File: config.mk
export PLATFORM = sky130hd
export DESIGN_NAME = fill_ramp
export DESIGN_NICKNAME = d
export VERILOG_FILES = /design/src/rtl/fill_ramp_pkg.sv /design/src/rtl/fill_ramp.sv
export SDC_FILE = /design/constraint.sdc
export NUM_CORES = 2
export LEC_CHECK = 0
export BUFFER_PORTS_ARGS = -buffer_cell sky130_fd_sc_hd__buf_4
export CELL_PAD_IN_SITES_DETAIL_PLACEMENT = 0
export CELL_PAD_IN_SITES_GLOBAL_PLACEMENT = 1
export CORE_ASPECT_RATIO = 1.2
export CORE_MARGIN = 2
export CORE_UTILIZATION = 45
export CTS_BUF_LIST = sky130_fd_sc_hd__clkbuf_16
export DETAILED_ROUTE_END_ITERATION = 6
export PLACE_DENSITY_LB_ADDON = 0.1
export SYNTH_ARGS = -nofsm -noshare
export SYNTH_HDL_FRONTEND = slang
export SYNTH_SLANG_ARGS = --single-unit
File: constraint.sdc
create_clock -name hclk -period 11.9 [get_ports hclk]
set_clock_uncertainty 0.2 [all_clocks]
set_input_delay 0.595 -clock hclk [delete_from_list [all_inputs] [get_ports hclk]]
set_output_delay 0.595 -clock hclk [all_outputs]
set_load 0.03 [all_outputs]
File: src/rtl/fill_ramp_pkg.sv
// shared constants and types for the feedback warning and fill ramp block
package fill_ramp_pkg;

    // process values in milli-units, fill setpoint in micro-units
    typedef logic signed [31:0] val_t;
    typedef logic signed [47:0] fine_t;

    // register byte offsets
    localparam logic [7:0] CTRL_OFF = 8'h00;
    localparam logic [7:0] LOW_OFF = 8'h04;
    localparam logic [7:0] HIGH_OFF = 8'h08;
    localparam logic [7:0] IRAMP_OFF = 8'h0C;
    localparam logic [7:0] RATE_OFF = 8'h10;
    localparam logic [7:0] FILLED_OFF = 8'h14;
    localparam logic [7:0] FBMIN_OFF = 8'h18;
    localparam logic [7:0] REFMAX_OFF = 8'h1C;
    localparam logic [7:0] SP1_OFF = 8'h20;
    localparam logic [7:0] SP2_OFF = 8'h24;
    localparam logic [7:0] STAT_OFF = 8'h28;

    // control register fields
    localparam int CTRL_W = 8;
    localparam int CTRL_CLOSED = 0;
    localparam int CTRL_NORMAL = 1;
    localparam int CTRL_SPSEL = 2;
    localparam int CTRL_STOPFILL = 3;
    localparam int CTRL_LO_SIG = 4;
    localparam int CTRL_HI_SIG = 5;
    localparam int CTRL_LO_REL = 6;
    localparam int CTRL_HI_REL = 7;

    // limits and scales
    localparam val_t LIMIT_MAX = 32'sh3B9AC9FF;
    localparam val_t LIMIT_MIN = -32'sh3B9AC9FF;
    localparam logic [31:0] RATE_MAX = 32'h3B9AC9FF;
    localparam logic [15:0] IRAMP_MAX = 16'h0E10;
    localparam fine_t MILLI_PER_CENTI = 48'sh00000000000A;
    localparam fine_t MICRO_PER_MILLI = 48'sh0000000003E8;

    // fill ramp update period
    localparam int CLK_PERIOD_NS = 10;
    localparam int FILL_TICK_NS = 1000000;
    localparam int FILL_TICK_CYCLES = FILL_TICK_NS / CLK_PERIOD_NS;
    localparam int TICK_W = 24;

    typedef enum logic [2:0] {
        FILL_IDLE,
        FILL_WAIT_MIN,
        FILL_RAMP,
        FILL_RUN,
        FILL_STOP
    } fill_e;

    typedef struct packed {
        logic start;
        val_t feedback;
        logic [15:0] out_freq;
        logic [15:0] ref_freq;
        logic [15:0] min_freq;
    } drive_in_s;

    typedef struct packed {
        fine_t setpoint;
        logic warn_low;
        logic warn_high;
        logic sig_warn;
        logic relay_warn;
        logic initial_ramp_sel;
        logic [15:0] initial_ramp_time;
        logic fill_active;
        logic fill_done;
    } drive_out_s;

    typedef struct packed {
        logic wr_pend;
        logic [7:0] wr_addr;
        logic [31:0] hrdata;
        logic [CTRL_W-1:0] ctrl;
        val_t low;
        val_t high;
        logic [15:0] iramp;
        logic [31:0] rate;
        val_t filled;
        val_t fbmin;
        val_t refmax;
        val_t sp1;
        val_t sp2;
        logic eval;
        logic min_seen;
        logic [TICK_W-1:0] tick;
        fill_e fsm;
        drive_out_s out;
    } state_s;

    function automatic fine_t clampf(input fine_t v, input fine_t lo,
                                     input fine_t hi);
        clampf = (v < lo) ? lo : ((v > hi) ? hi : v);
    endfunction

endpackage

File: src/rtl/fill_ramp.sv
// feedback limit warnings, initial ramp select and fill mode sequencer
//
// Local design decisions: the address map and the AHB-Lite slave port.
`timescale 1ns/1ps
`default_nettype none

// Function
// - Flag low feedback warning while feedback is below the low limit.
// - Flag high feedback warning while feedback is above the high limit.
// - Hold warnings off during start ramp, stop ramp and standstill.
// - Evaluate warnings only after output frequency reached the reference.
// - Route active warnings to signal and relay outputs as configured.
// - Keep high limit between low limit and 999,999.999.
// - With initial ramp set, accelerate to minimum frequency on it.
// - Past minimum frequency, return to the normal ramp-up rate.
// - Initial ramp time 0.1 s to 360.0 s in 0.1 s steps.
// - Initial ramp of zero means off; off after reset.
// - Fill allowed only in closed loop, nonzero rate, normal selection.
// - Fill starts after start once minimum frequency is reached.
// - Fill samples feedback, then ramps setpoint toward filled setpoint.
// - Fill rate counts process units per second.
// - On filled, switch to the selected operating setpoint.
// - Fill rate 0.001 to 999999.999 units/s; off after reset.
// - Filled setpoint within minimum feedback and maximum reference, 0.01.
// - Optionally ramp the setpoint down at fill rate on stop.
// - Loop selection: 0 is open loop, 1 is closed loop.
module fill_ramp
    import fill_ramp_pkg::*;
#(
    parameter int TICK_CYCLES = FILL_TICK_CYCLES
)
(
    // clock and reset
    input wire logic hclk,
    input wire logic hresetn,
    // ahb-lite slave
    input wire logic hsel,
    input wire logic [31:0] haddr,
    input wire logic [1:0] htrans,
    input wire logic hwrite,
    input wire logic [2:0] hsize,
    input wire logic [31:0] hwdata,
    input wire logic hready,
    output logic hreadyout,
    output logic [31:0] hrdata,
    output logic hresp,
    // drive side
    input wire drive_in_s din,
    output var drive_out_s dout
);

    localparam state_s ST_RST = '{
        low: LIMIT_MIN,
        high: LIMIT_MAX,
        fsm: FILL_IDLE,
        default: '0
    };
    localparam logic [TICK_W-1:0] TICK_LAST = TICK_W'(TICK_CYCLES - 1);

    state_s r;
    state_s n;
    logic hready_q;
    logic hresp_q;

    logic fill_ok;
    logic tick_now;
    logic eval_next;
    logic min_next;
    logic stop_go;
    fine_t op_fine;
    fine_t target;
    fine_t floor_fine;
    fine_t fb_fine;
    fine_t wv;
    logic [7:0] ra;
    logic rd_hit;
    logic [31:0] rd;

    always_comb
    begin
        n = r;
        wv = fine_t'(signed'(hwdata));
        // data phase write; limits clamped as they are stored
        if (r.wr_pend)
        begin
            unique case (r.wr_addr)
                CTRL_OFF: n.ctrl = hwdata[CTRL_W-1:0];
                LOW_OFF: n.low = val_t'(clampf(wv, fine_t'(LIMIT_MIN),
                                               fine_t'(r.high)));
                HIGH_OFF: n.high = val_t'(clampf(wv, fine_t'(r.low),
                                                 fine_t'(LIMIT_MAX)));
                IRAMP_OFF: n.iramp = (hwdata > 32'(IRAMP_MAX)) ? IRAMP_MAX
                                     : hwdata[15:0];
                RATE_OFF: n.rate = (hwdata > RATE_MAX) ? RATE_MAX
                                   : hwdata;
                FILLED_OFF: n.filled = val_t'(clampf(wv * MILLI_PER_CENTI,
                                                     fine_t'(r.fbmin),
                                                     fine_t'(r.refmax)));
                FBMIN_OFF: n.fbmin = hwdata;
                REFMAX_OFF: n.refmax = hwdata;
                SP1_OFF: n.sp1 = hwdata;
                SP2_OFF: n.sp2 = hwdata;
                default: n.ctrl = r.ctrl;
            endcase
        end
        n.wr_pend = hready && hsel && htrans[1] && hwrite &&
                    (haddr[31:8] == 24'h000000) && (haddr[1:0] == 2'h0);
        n.wr_addr = haddr[7:0];

        // warning evaluation: armed once at reference, dropped by stop
        eval_next = din.start && (r.eval ||
                    (din.out_freq == din.ref_freq));
        n.eval = eval_next;
        n.out.warn_low = eval_next &&
                         (din.feedback < r.low);
        n.out.warn_high = eval_next &&
                          (din.feedback > r.high);
        n.out.sig_warn = (n.out.warn_low && n.ctrl[CTRL_LO_SIG]) ||
                         (n.out.warn_high && n.ctrl[CTRL_HI_SIG]);
        n.out.relay_warn = (n.out.warn_low && n.ctrl[CTRL_LO_REL]) ||
                           (n.out.warn_high && n.ctrl[CTRL_HI_REL]);

        // initial ramp only below the first arrival at minimum frequency
        min_next = din.start && (r.min_seen ||
                   (din.out_freq >= din.min_freq));
        n.min_seen = min_next;
        n.out.initial_ramp_sel = din.start && (n.iramp != 16'h0000) &&
                                 !min_next;
        n.out.initial_ramp_time = n.iramp;

        // fill sequencer
        fill_ok = n.ctrl[CTRL_CLOSED] && n.ctrl[CTRL_NORMAL] &&
                  (n.rate != 32'h00000000);
        tick_now = (r.tick == TICK_LAST);
        n.tick = tick_now ? '0 : r.tick + 1'b1;
        op_fine = fine_t'(n.ctrl[CTRL_SPSEL] ? n.sp2 : n.sp1) *
                  MICRO_PER_MILLI;
        target = fine_t'(n.filled) * MICRO_PER_MILLI;
        floor_fine = fine_t'(n.fbmin) * MICRO_PER_MILLI;
        fb_fine = fine_t'(din.feedback) * MICRO_PER_MILLI;
        stop_go = n.ctrl[CTRL_STOPFILL] && (n.rate != 32'h00000000);
        unique case (r.fsm)
            FILL_IDLE:
            begin
                n.out.setpoint = op_fine;
                if (din.start)
                begin
                    n.out.fill_done = 1'b0;
                    n.fsm = fill_ok ? FILL_WAIT_MIN : FILL_RUN;
                end
            end
            FILL_WAIT_MIN:
            begin
                n.out.setpoint = op_fine;
                if (!din.start)
                    n.fsm = FILL_IDLE;
                else if (din.out_freq >= din.min_freq)
                begin
                    n.out.setpoint = fb_fine;
                    n.fsm = FILL_RAMP;
                end
            end
            FILL_RAMP:
            begin
                if (!din.start)
                    n.fsm = stop_go ? FILL_STOP : FILL_IDLE;
                else if (din.feedback >= n.filled)
                begin
                    n.out.fill_done = 1'b1;
                    n.out.setpoint = op_fine;
                    n.fsm = FILL_RUN;
                end
                else if (tick_now)
                begin
                    // rate in milli-units/s equals micro-units per ms
                    if (r.out.setpoint + fine_t'(n.rate) > target)
                        n.out.setpoint = target;
                    else
                        n.out.setpoint = r.out.setpoint +
                                         fine_t'(n.rate);
                end
            end
            FILL_RUN:
            begin
                n.out.setpoint = op_fine;
                if (!din.start)
                    n.fsm = stop_go ? FILL_STOP : FILL_IDLE;
            end
            FILL_STOP:
            begin
                if (din.start)
                begin
                    n.out.fill_done = 1'b0;
                    n.fsm = fill_ok ? FILL_WAIT_MIN : FILL_RUN;
                end
                else if (r.out.setpoint <= floor_fine)
                    n.fsm = FILL_IDLE;
                else if (tick_now)
                begin
                    if (r.out.setpoint - fine_t'(n.rate) < floor_fine)
                        n.out.setpoint = floor_fine;
                    else
                        n.out.setpoint = r.out.setpoint -
                                         fine_t'(n.rate);
                end
            end
        endcase
        n.out.fill_active = (n.fsm == FILL_RAMP);

        // read data taken from post-write values, so no stale readback
        ra = haddr[7:0];
        rd_hit = hready && hsel && htrans[1] && !hwrite;
        unique case (ra)
            CTRL_OFF: rd = 32'(n.ctrl);
            LOW_OFF: rd = n.low;
            HIGH_OFF: rd = n.high;
            IRAMP_OFF: rd = 32'(n.iramp);
            RATE_OFF: rd = n.rate;
            FILLED_OFF: rd = n.filled;
            FBMIN_OFF: rd = n.fbmin;
            REFMAX_OFF: rd = n.refmax;
            SP1_OFF: rd = n.sp1;
            SP2_OFF: rd = n.sp2;
            STAT_OFF: rd = {21'h000000, 3'(r.fsm), r.eval, r.min_seen,
                            r.out.fill_done, r.out.fill_active,
                            r.out.relay_warn, r.out.sig_warn,
                            r.out.warn_high, r.out.warn_low};
            default: rd = 32'h00000000;
        endcase
        if ((haddr[31:8] != 24'h000000) || (haddr[1:0] != 2'h0))
            rd = 32'h00000000;
        n.hrdata = rd_hit ? rd : 32'h00000000;
    end

    always_ff @(posedge hclk or negedge hresetn)
    begin
        if (!hresetn)
        begin
            r <= ST_RST;
            hready_q <= 1'b0;
            hresp_q <= 1'b0;
        end
        else
        begin
            r <= n;
            hready_q <= 1'b1;
            hresp_q <= 1'b0;
        end
    end

    assign hreadyout = hready_q;
    assign hresp = hresp_q;
    assign hrdata = r.hrdata;
    assign dout = r.out;
endmodule

`default_nettype wire

* Yosys cells after proc, flatten, opt, wreduce, memory -nomap -nowiden
Index checks and enable logic that the tools add are counted.
** Word-level totals
- Output and inout port bits :: 105
- Bits in registers :: 406
- Bits of input ports :: 155
- Word-level logic and storage cells :: 169
** Cells by class
- Muxes and demuxes :: 48
- Order comparisons :: 15
- Reduce and logical (&&, ||, !) cells :: 39
- Eq/ne operators :: 33
- $mul :: 5
- Add/subtract/negate cells :: 3
** Operators with widths (count)
- 32-bit 2-to-1 mux :: 17
- 48-bit 2-to-1 mux :: 10
- 32-bit case mux with 11 select lines :: 1
- 280-bit 2-to-1 mux :: 1
- 51-bit case mux with 5 select lines :: 1
- 32-bit by 8-bit multiplier with 40-bit output (second input constant) :: 3
- 8-bit by 5-bit == test with 1-bit output (second input constant) :: 8
- 32-bit > comparator :: 2
- 32-bit less-than comparator :: 2
- 51-bit 2-to-1 mux :: 1
- 48-bit by 33-bit adder with 48-bit output :: 1
- 48-bit by 43-bit > comparator with 1-bit output :: 1
- 48-bit by 43-bit <= comparator with 1-bit output :: 1
- 48-bit by 43-bit less-than comparator with 1-bit output :: 1
- 48-bit by 8-bit multiplier with 45-bit output (second input constant) :: 1
- 48-bit by 33-bit subtractor with 48-bit output :: 1
- 8-bit by 6-bit == test with 1-bit output (second input constant) :: 5
- 37-bit by 32-bit > comparator with 1-bit output :: 1
- 37-bit by 32-bit less-than comparator with 1-bit output :: 1
- 32-bit by 4-bit multiplier with 36-bit output (second input constant) :: 1
- 8-bit by 4-bit == test with 1-bit output (second input constant) :: 4
- 32-bit greater-or-equal comparator :: 1
- 32-bit by 12-bit > comparator with 1-bit output (second input constant) :: 1
- 32-bit by 30-bit > comparator with 1-bit output (second input constant) :: 1
- 34 further kinds :: 76

* Depth between registers and ports, before layout
- Word-level depth :: 14
- Depth in mapped cells :: 71

* Least setup slack after synthesis
No wires, ideal clock.
- Path type :: in2reg
- From :: input port hwdata[1]
- To :: register r (netlist bit dout[45])
- Stages :: 63
- Arrival time :: 14.331 ns
- Data required time :: 11.580 ns
- Path buffers :: 4
- Setup time :: 0.120 ns
- Slack :: -2.751 ns
- Cell sequence :: ha_1 ha_1 fa_1 a211oi_1 o21ai_0 a21oi_1 o21ai_0 a21o_1 a21o_1 a21o_1 a21oi_1 o21ai_0 a311o_1 a41oi_1 a21oi_1 a21oi_1 nor2b_1 o21ai_0 [... 27 more ...] nand3_1 o21ai_0 or4_1 a31o_2 a21oi_1 xor2_1 ha_1 o21a_1 o22a_1 a21oi_1 o21ai_0 o21ai_1 buf_2 clkbuf_1 nor3_1 a211oi_1 o21bai_1 a31o_2
** RTL lines
- from (decl) :: line fill_ramp.sv:42 : input wire logic [31:0] hwdata,
- to (signal assigned) :: line fill_ramp.sv:245 : r <= n;
- to (decl) :: line fill_ramp.sv:60 : state_s r;

* Final worst setup path
- From :: input port hwdata[1]
- To :: register r (netlist bit dout[34])
** Between the ends
- Longest elaborated chain between the ends :: 13
- Elaborated cells between the ends (all ways) :: 37
- Those cells by class :: add/sub (2); mul (4); order compare (7); eq/ne (2); mux (21); reduce/logical (1)
** Ends and longest elaborated chain
- 32-bit by 4-bit multiplier with 36-bit output :: line fill_ramp.sv:96 : FILLED_OFF: n.filled = val_t'(clampf(wv * MILLI_PER_CENTI,
- 37-bit by 32-bit > comparator with 1-bit output :: line fill_ramp_pkg.sv:97 : clampf = (v < lo) ? lo : ((v > hi) ? hi : v);
- 32-bit 2-to-1 mux (2 in a row) :: line fill_ramp_pkg.sv:97
- 32-bit 2-to-1 mux :: line fill_ramp.sv:86 : unique case (r.wr_addr)
- 280-bit 2-to-1 mux * :: line fill_ramp.sv:84 : if (r.wr_pend)
- 32-bit by 8-bit multiplier with 40-bit output :: line fill_ramp.sv:138 : target = fine_t'(n.filled) * MICRO_PER_MILLI;
- 48-bit by 43-bit > comparator with 1-bit output :: line fill_ramp.sv:176 : if (r.out.setpoint + fine_t'(n.rate) > target)
- 48-bit 2-to-1 mux :: line fill_ramp.sv:176
- 48-bit 2-to-1 mux :: line fill_ramp.sv:173 : else if (tick_now)
- 48-bit 2-to-1 mux :: line fill_ramp.sv:167 : else if (din.feedback >= n.filled)
- 48-bit 2-to-1 mux :: line fill_ramp.sv:165 : if (!din.start)
- 51-bit case mux with 5 select lines :: line fill_ramp.sv:142 : unique case (r.fsm)
Every way passes the cells marked *; elsewhere a longest branch is shown, timed or not. The select of a mux whose other input is x is not followed.
A chain may end at the register's enable or synchronous reset.

==> out/qor.yml <==
outcome:
  status: "finished, violations left"
  violations: "negative setup slack"
timing:
  slew_headroom_pct: 9.98
  setup_slack_ns: -1.31
  rsz0062_at_grt: "yes"
  drv_slew: 0
  fmax_mhz: 75.7
  fin_crit_ns: 13.21
  layout_worst_path_cycle_share_pct: 111
  final_hold_viol_count: 0
  setup_viol: 48
  tightestPinTransition_ns: 1.34
  fin_tns_setup_ns: -58.27
die:
  io_pins: 260
  die_h_um: 404
  dieArea_sq_mm: 0.137
  design.core.area_sq_mm: 0.132
  initial_core_util_pct: 45.5
  rows: 146
  die_w_um: 338
worst_setup_path:
  critPathLaunchType: "primary input"
  path_common_cell: "a21oi_2"
  startpoint: "hwdata[1]"
  cp.required_ns: 12.27
  crit_slowest_cell: "fa_1"
  crit_arrival_ns: 13.59
  slowest_delay_ns: 0.55
  critPathKind: "primary input to flip-flop"
  endpoint_kind: "flip-flop"
  r2r-start: "r[417]"
  worstPathMaxFanout: 7
grt:
  antenna_found_initial: 21
  grt_max_degree: 144
  grt_first_pass_wirelength_um: 402000
  grt_overflow: 0
  groute.usage.overall_pct: 41.4
  grt_pass1_vias: 56600
synthesis:
  synth_area_leader_cell: "ha_1"
  ys_seq_area_share_pct: 17.0
  ys_types: 124
  yosys.area.top_type_share_pct: 19.0
  avgSynthCellArea_sq_um: 8.81
  synth_area_leaders: "ha_1, fa_1, dfrtp_1"
  postSynthCellCount: 6828
  ys_seq_elements: 406
  synth_edf_count: 0
  synthFlopType: "dfrtp_1"
  netlist_area_sq_mm: 0.0601
  synth.most_common_cell: "ha_1"
  ys_top_cells_by_count: "ha_1, inv_1, a21oi_1"
  postSynth.asyncResetShare_pct: 100
  synth_warnings: 0
  syn-num-nets: 8365
place:
  dp.cells: 9286
  port_buffers: 254
  place_congestion: 1.00
  dp_hpwl_um: 237000
  post-place-ws_ns: -2.37
  placed_area_sq_mm: 0.0691
final_layout:
  drive_gt1_share_pct: 21.0
  stdcell_count: 9465
  area_growth_pct: 21.2
  fin_area_sq_mm: 0.0729
  final_nets: 9177
clocking:
  clock_sinks: 406
  cts-buffers-inserted: 54
  clk_pin_slew_ns: 0.07
  clk_latency_ns: 0.71
  cts_tree: "done"
  ctsHtreeMaxLevel: 2
  cts_buffer_depth: 3
  cts-root-buf: "clkbuf_16"
detailed_routing:
  routedWlPerCell_um: 30.3
  drt_iter0_markers: 5449
  postRouteAntennaNets: 0
  num_vias: 57100
  drcViolationCount: 0
  viasPerCell: 6.03
  drt-total-wl_um: 287000
  firstDrtPassIters: 6
power:
  p_leak_nw: 36.6
  ir_drop_mv: 0.336
  power.share.clock_pct: 8.3
  p_total_mw: 20.5
  pwr-share-seq_pct: 8.5
  p_sw_mw: 11.0
  p_sw_share_pct: 53.6
  p_comb_share_pct: 83.2
  p_per_area_mw_per_mm2: 282
  p_int_mw: 9.53
flow_run:
  maxCapViolations: 0
worst_hold_path:
  min_path_type: "primary input to flip-flop"
  hp-start: "haddr[24]"
stage by stage:
| stage | utilization, % | hold slack, ns |
|---|---|---|
| finish | 55.1 | 0.0905 |
| floorplan | - | 0.0994 |
| global placement | 52.2 | 0.260 |
| CTS | 54.0 | 0.0684 |
| global route | 55.1 | 0.0973 |
| detailed placement | 52.2 | 0.265 |
cells by family (layout without fill, tap and decap cells):
| family | count (synthesis) | in the layout | synth area share, % |
|---|---|---|---|
| compound gates | 1775 | 1775 | 19.5 |
| buf+inv | 1258 | 2114 | 8.61 |
| flops | 406 | 406 | 17.0 |
| simple gates | 1483 | 1483 | 12.1 |
| mux | 178 | 178 | 3.09 |
| fa+ha+maj | 1385 | 1385 | 34.7 |
| xor+xnor | 341 | 341 | 5.00 |
| other cells | 2 | 7 | 0.0125 |
cell usage in the layout (no fill, tap or decap), types with 29 or more instances in the layout:
cell       netlist  final
nor2_1         413    397
o21a_1          53     53
and2_1          31     31
xor2_1         109    102
ha_1           912    886
nand4_1        100    100
o21ai_1         17     32
fa_1           470    468
or3_1           33     29
a31oi_1         56     53
o21ai_0        331    301
and3_1          33     33
buf_4          106   1039
mux2_2          58     58
dfstp_2         33     33
a21oi_2          6     37
dfrtp_1        373    373
o22ai_1         93     92
nor4_1          38     34
nor2b_1         67     66
nand3_1        107     99
nand2_1        355    347
a21oi_1        482    444
inv_1          901    888
nor3_1         108     93
a22oi_1         38     36
a21o_1         178    177
a211oi_1        60     43
nand2b_1       106    105
clkbuf_16        0     58
a221oi_1        48     48
o21bai_1        58     58
o221ai_1        35     35
xnor2_1        231    215
o211ai_1        37     37
mux2i_1        119    113
critical path, delay by kind of cell:
| family | cells | cell delay, ns |
|---|---|---|
| xor gates and xnor gates | 3 | 0.38 |
| adders and majority gates | 10 | 3.34 |
| AOI/OAI and AO/OA | 38 | 6.24 |
| buffers and inverters | 12 | 1.44 |
| and+or+nand+nor | 10 | 1.53 |
path summary, 6_finish.rpt:
kind / endpoint / slack (ns) / depth (start not counted)
worst max-delay path: dout[34] / -1.31 / 73
worst min-delay path: r[420] / 0.09 / 5
worst max register to register: dout[30] / 0.23 / 44
worst min register to register: r[78] / 0.27 / 1
max in group asynchronous: r[232] / 8.93 / 4
min in group asynchronous: r[83] / 0.27 / 2
sequential cells by signal (all words and copies together), names as in the netlist:
signal	cells
r	302
dout	71
hrdata	32
hreadyout	1
timing repair:
item | 4_1_cts | 5_1_grt
gates resized for setup | 71 | 218
setup buffers | 19 | 43
pin swaps | 37 | 116
gates cloned | 1 | 6
endpoints found under the setup margin | 48 | 48
endpoints found under the hold margin | 81 | 0
hold buffers | 10 | 0
layout make-up:
class	count	area, sq um
Antenna cell	5	12.5
Clock buffer	54	1350
Clock inverter	46	402
Fill cell	12500	59400
Inverter	909	3420
Multi-Input combinational cell	5164	46400
Sequential cell	406	10200
Tap cell	1776	2220
Timing Repair Buffer	1105	8820
power by group through the flow:
stage / Sequential [mW] / Clock [mW] / Combinational [mW]
after floorplan: 1.61 / 0 / 9.02
after global placement: 1.76 / 0 / 15.5
after detailed placement: 1.76 / 0 / 15.6
after CTS: 1.74 / 1.71 / 16.0
after global routing: 1.75 / 1.76 / 18.3
final: 1.75 / 1.71 / 17.1
metal layers:
layer / up-vias / share of wire (%) / routed length (um) / GRT usage, %
li1: 25500 / - / - / -
met1: 28100 / 38 / 109000 / 50.2
met2: 2680 / 44 / 126000 / 63.9
met3: 794 / 8.7 / 24900 / 9.35
met4: 20 / 9.4 / 27000 / 31.1
met5: - / 0.047 / 134 / 0
(Power assumes the default switching activity.)
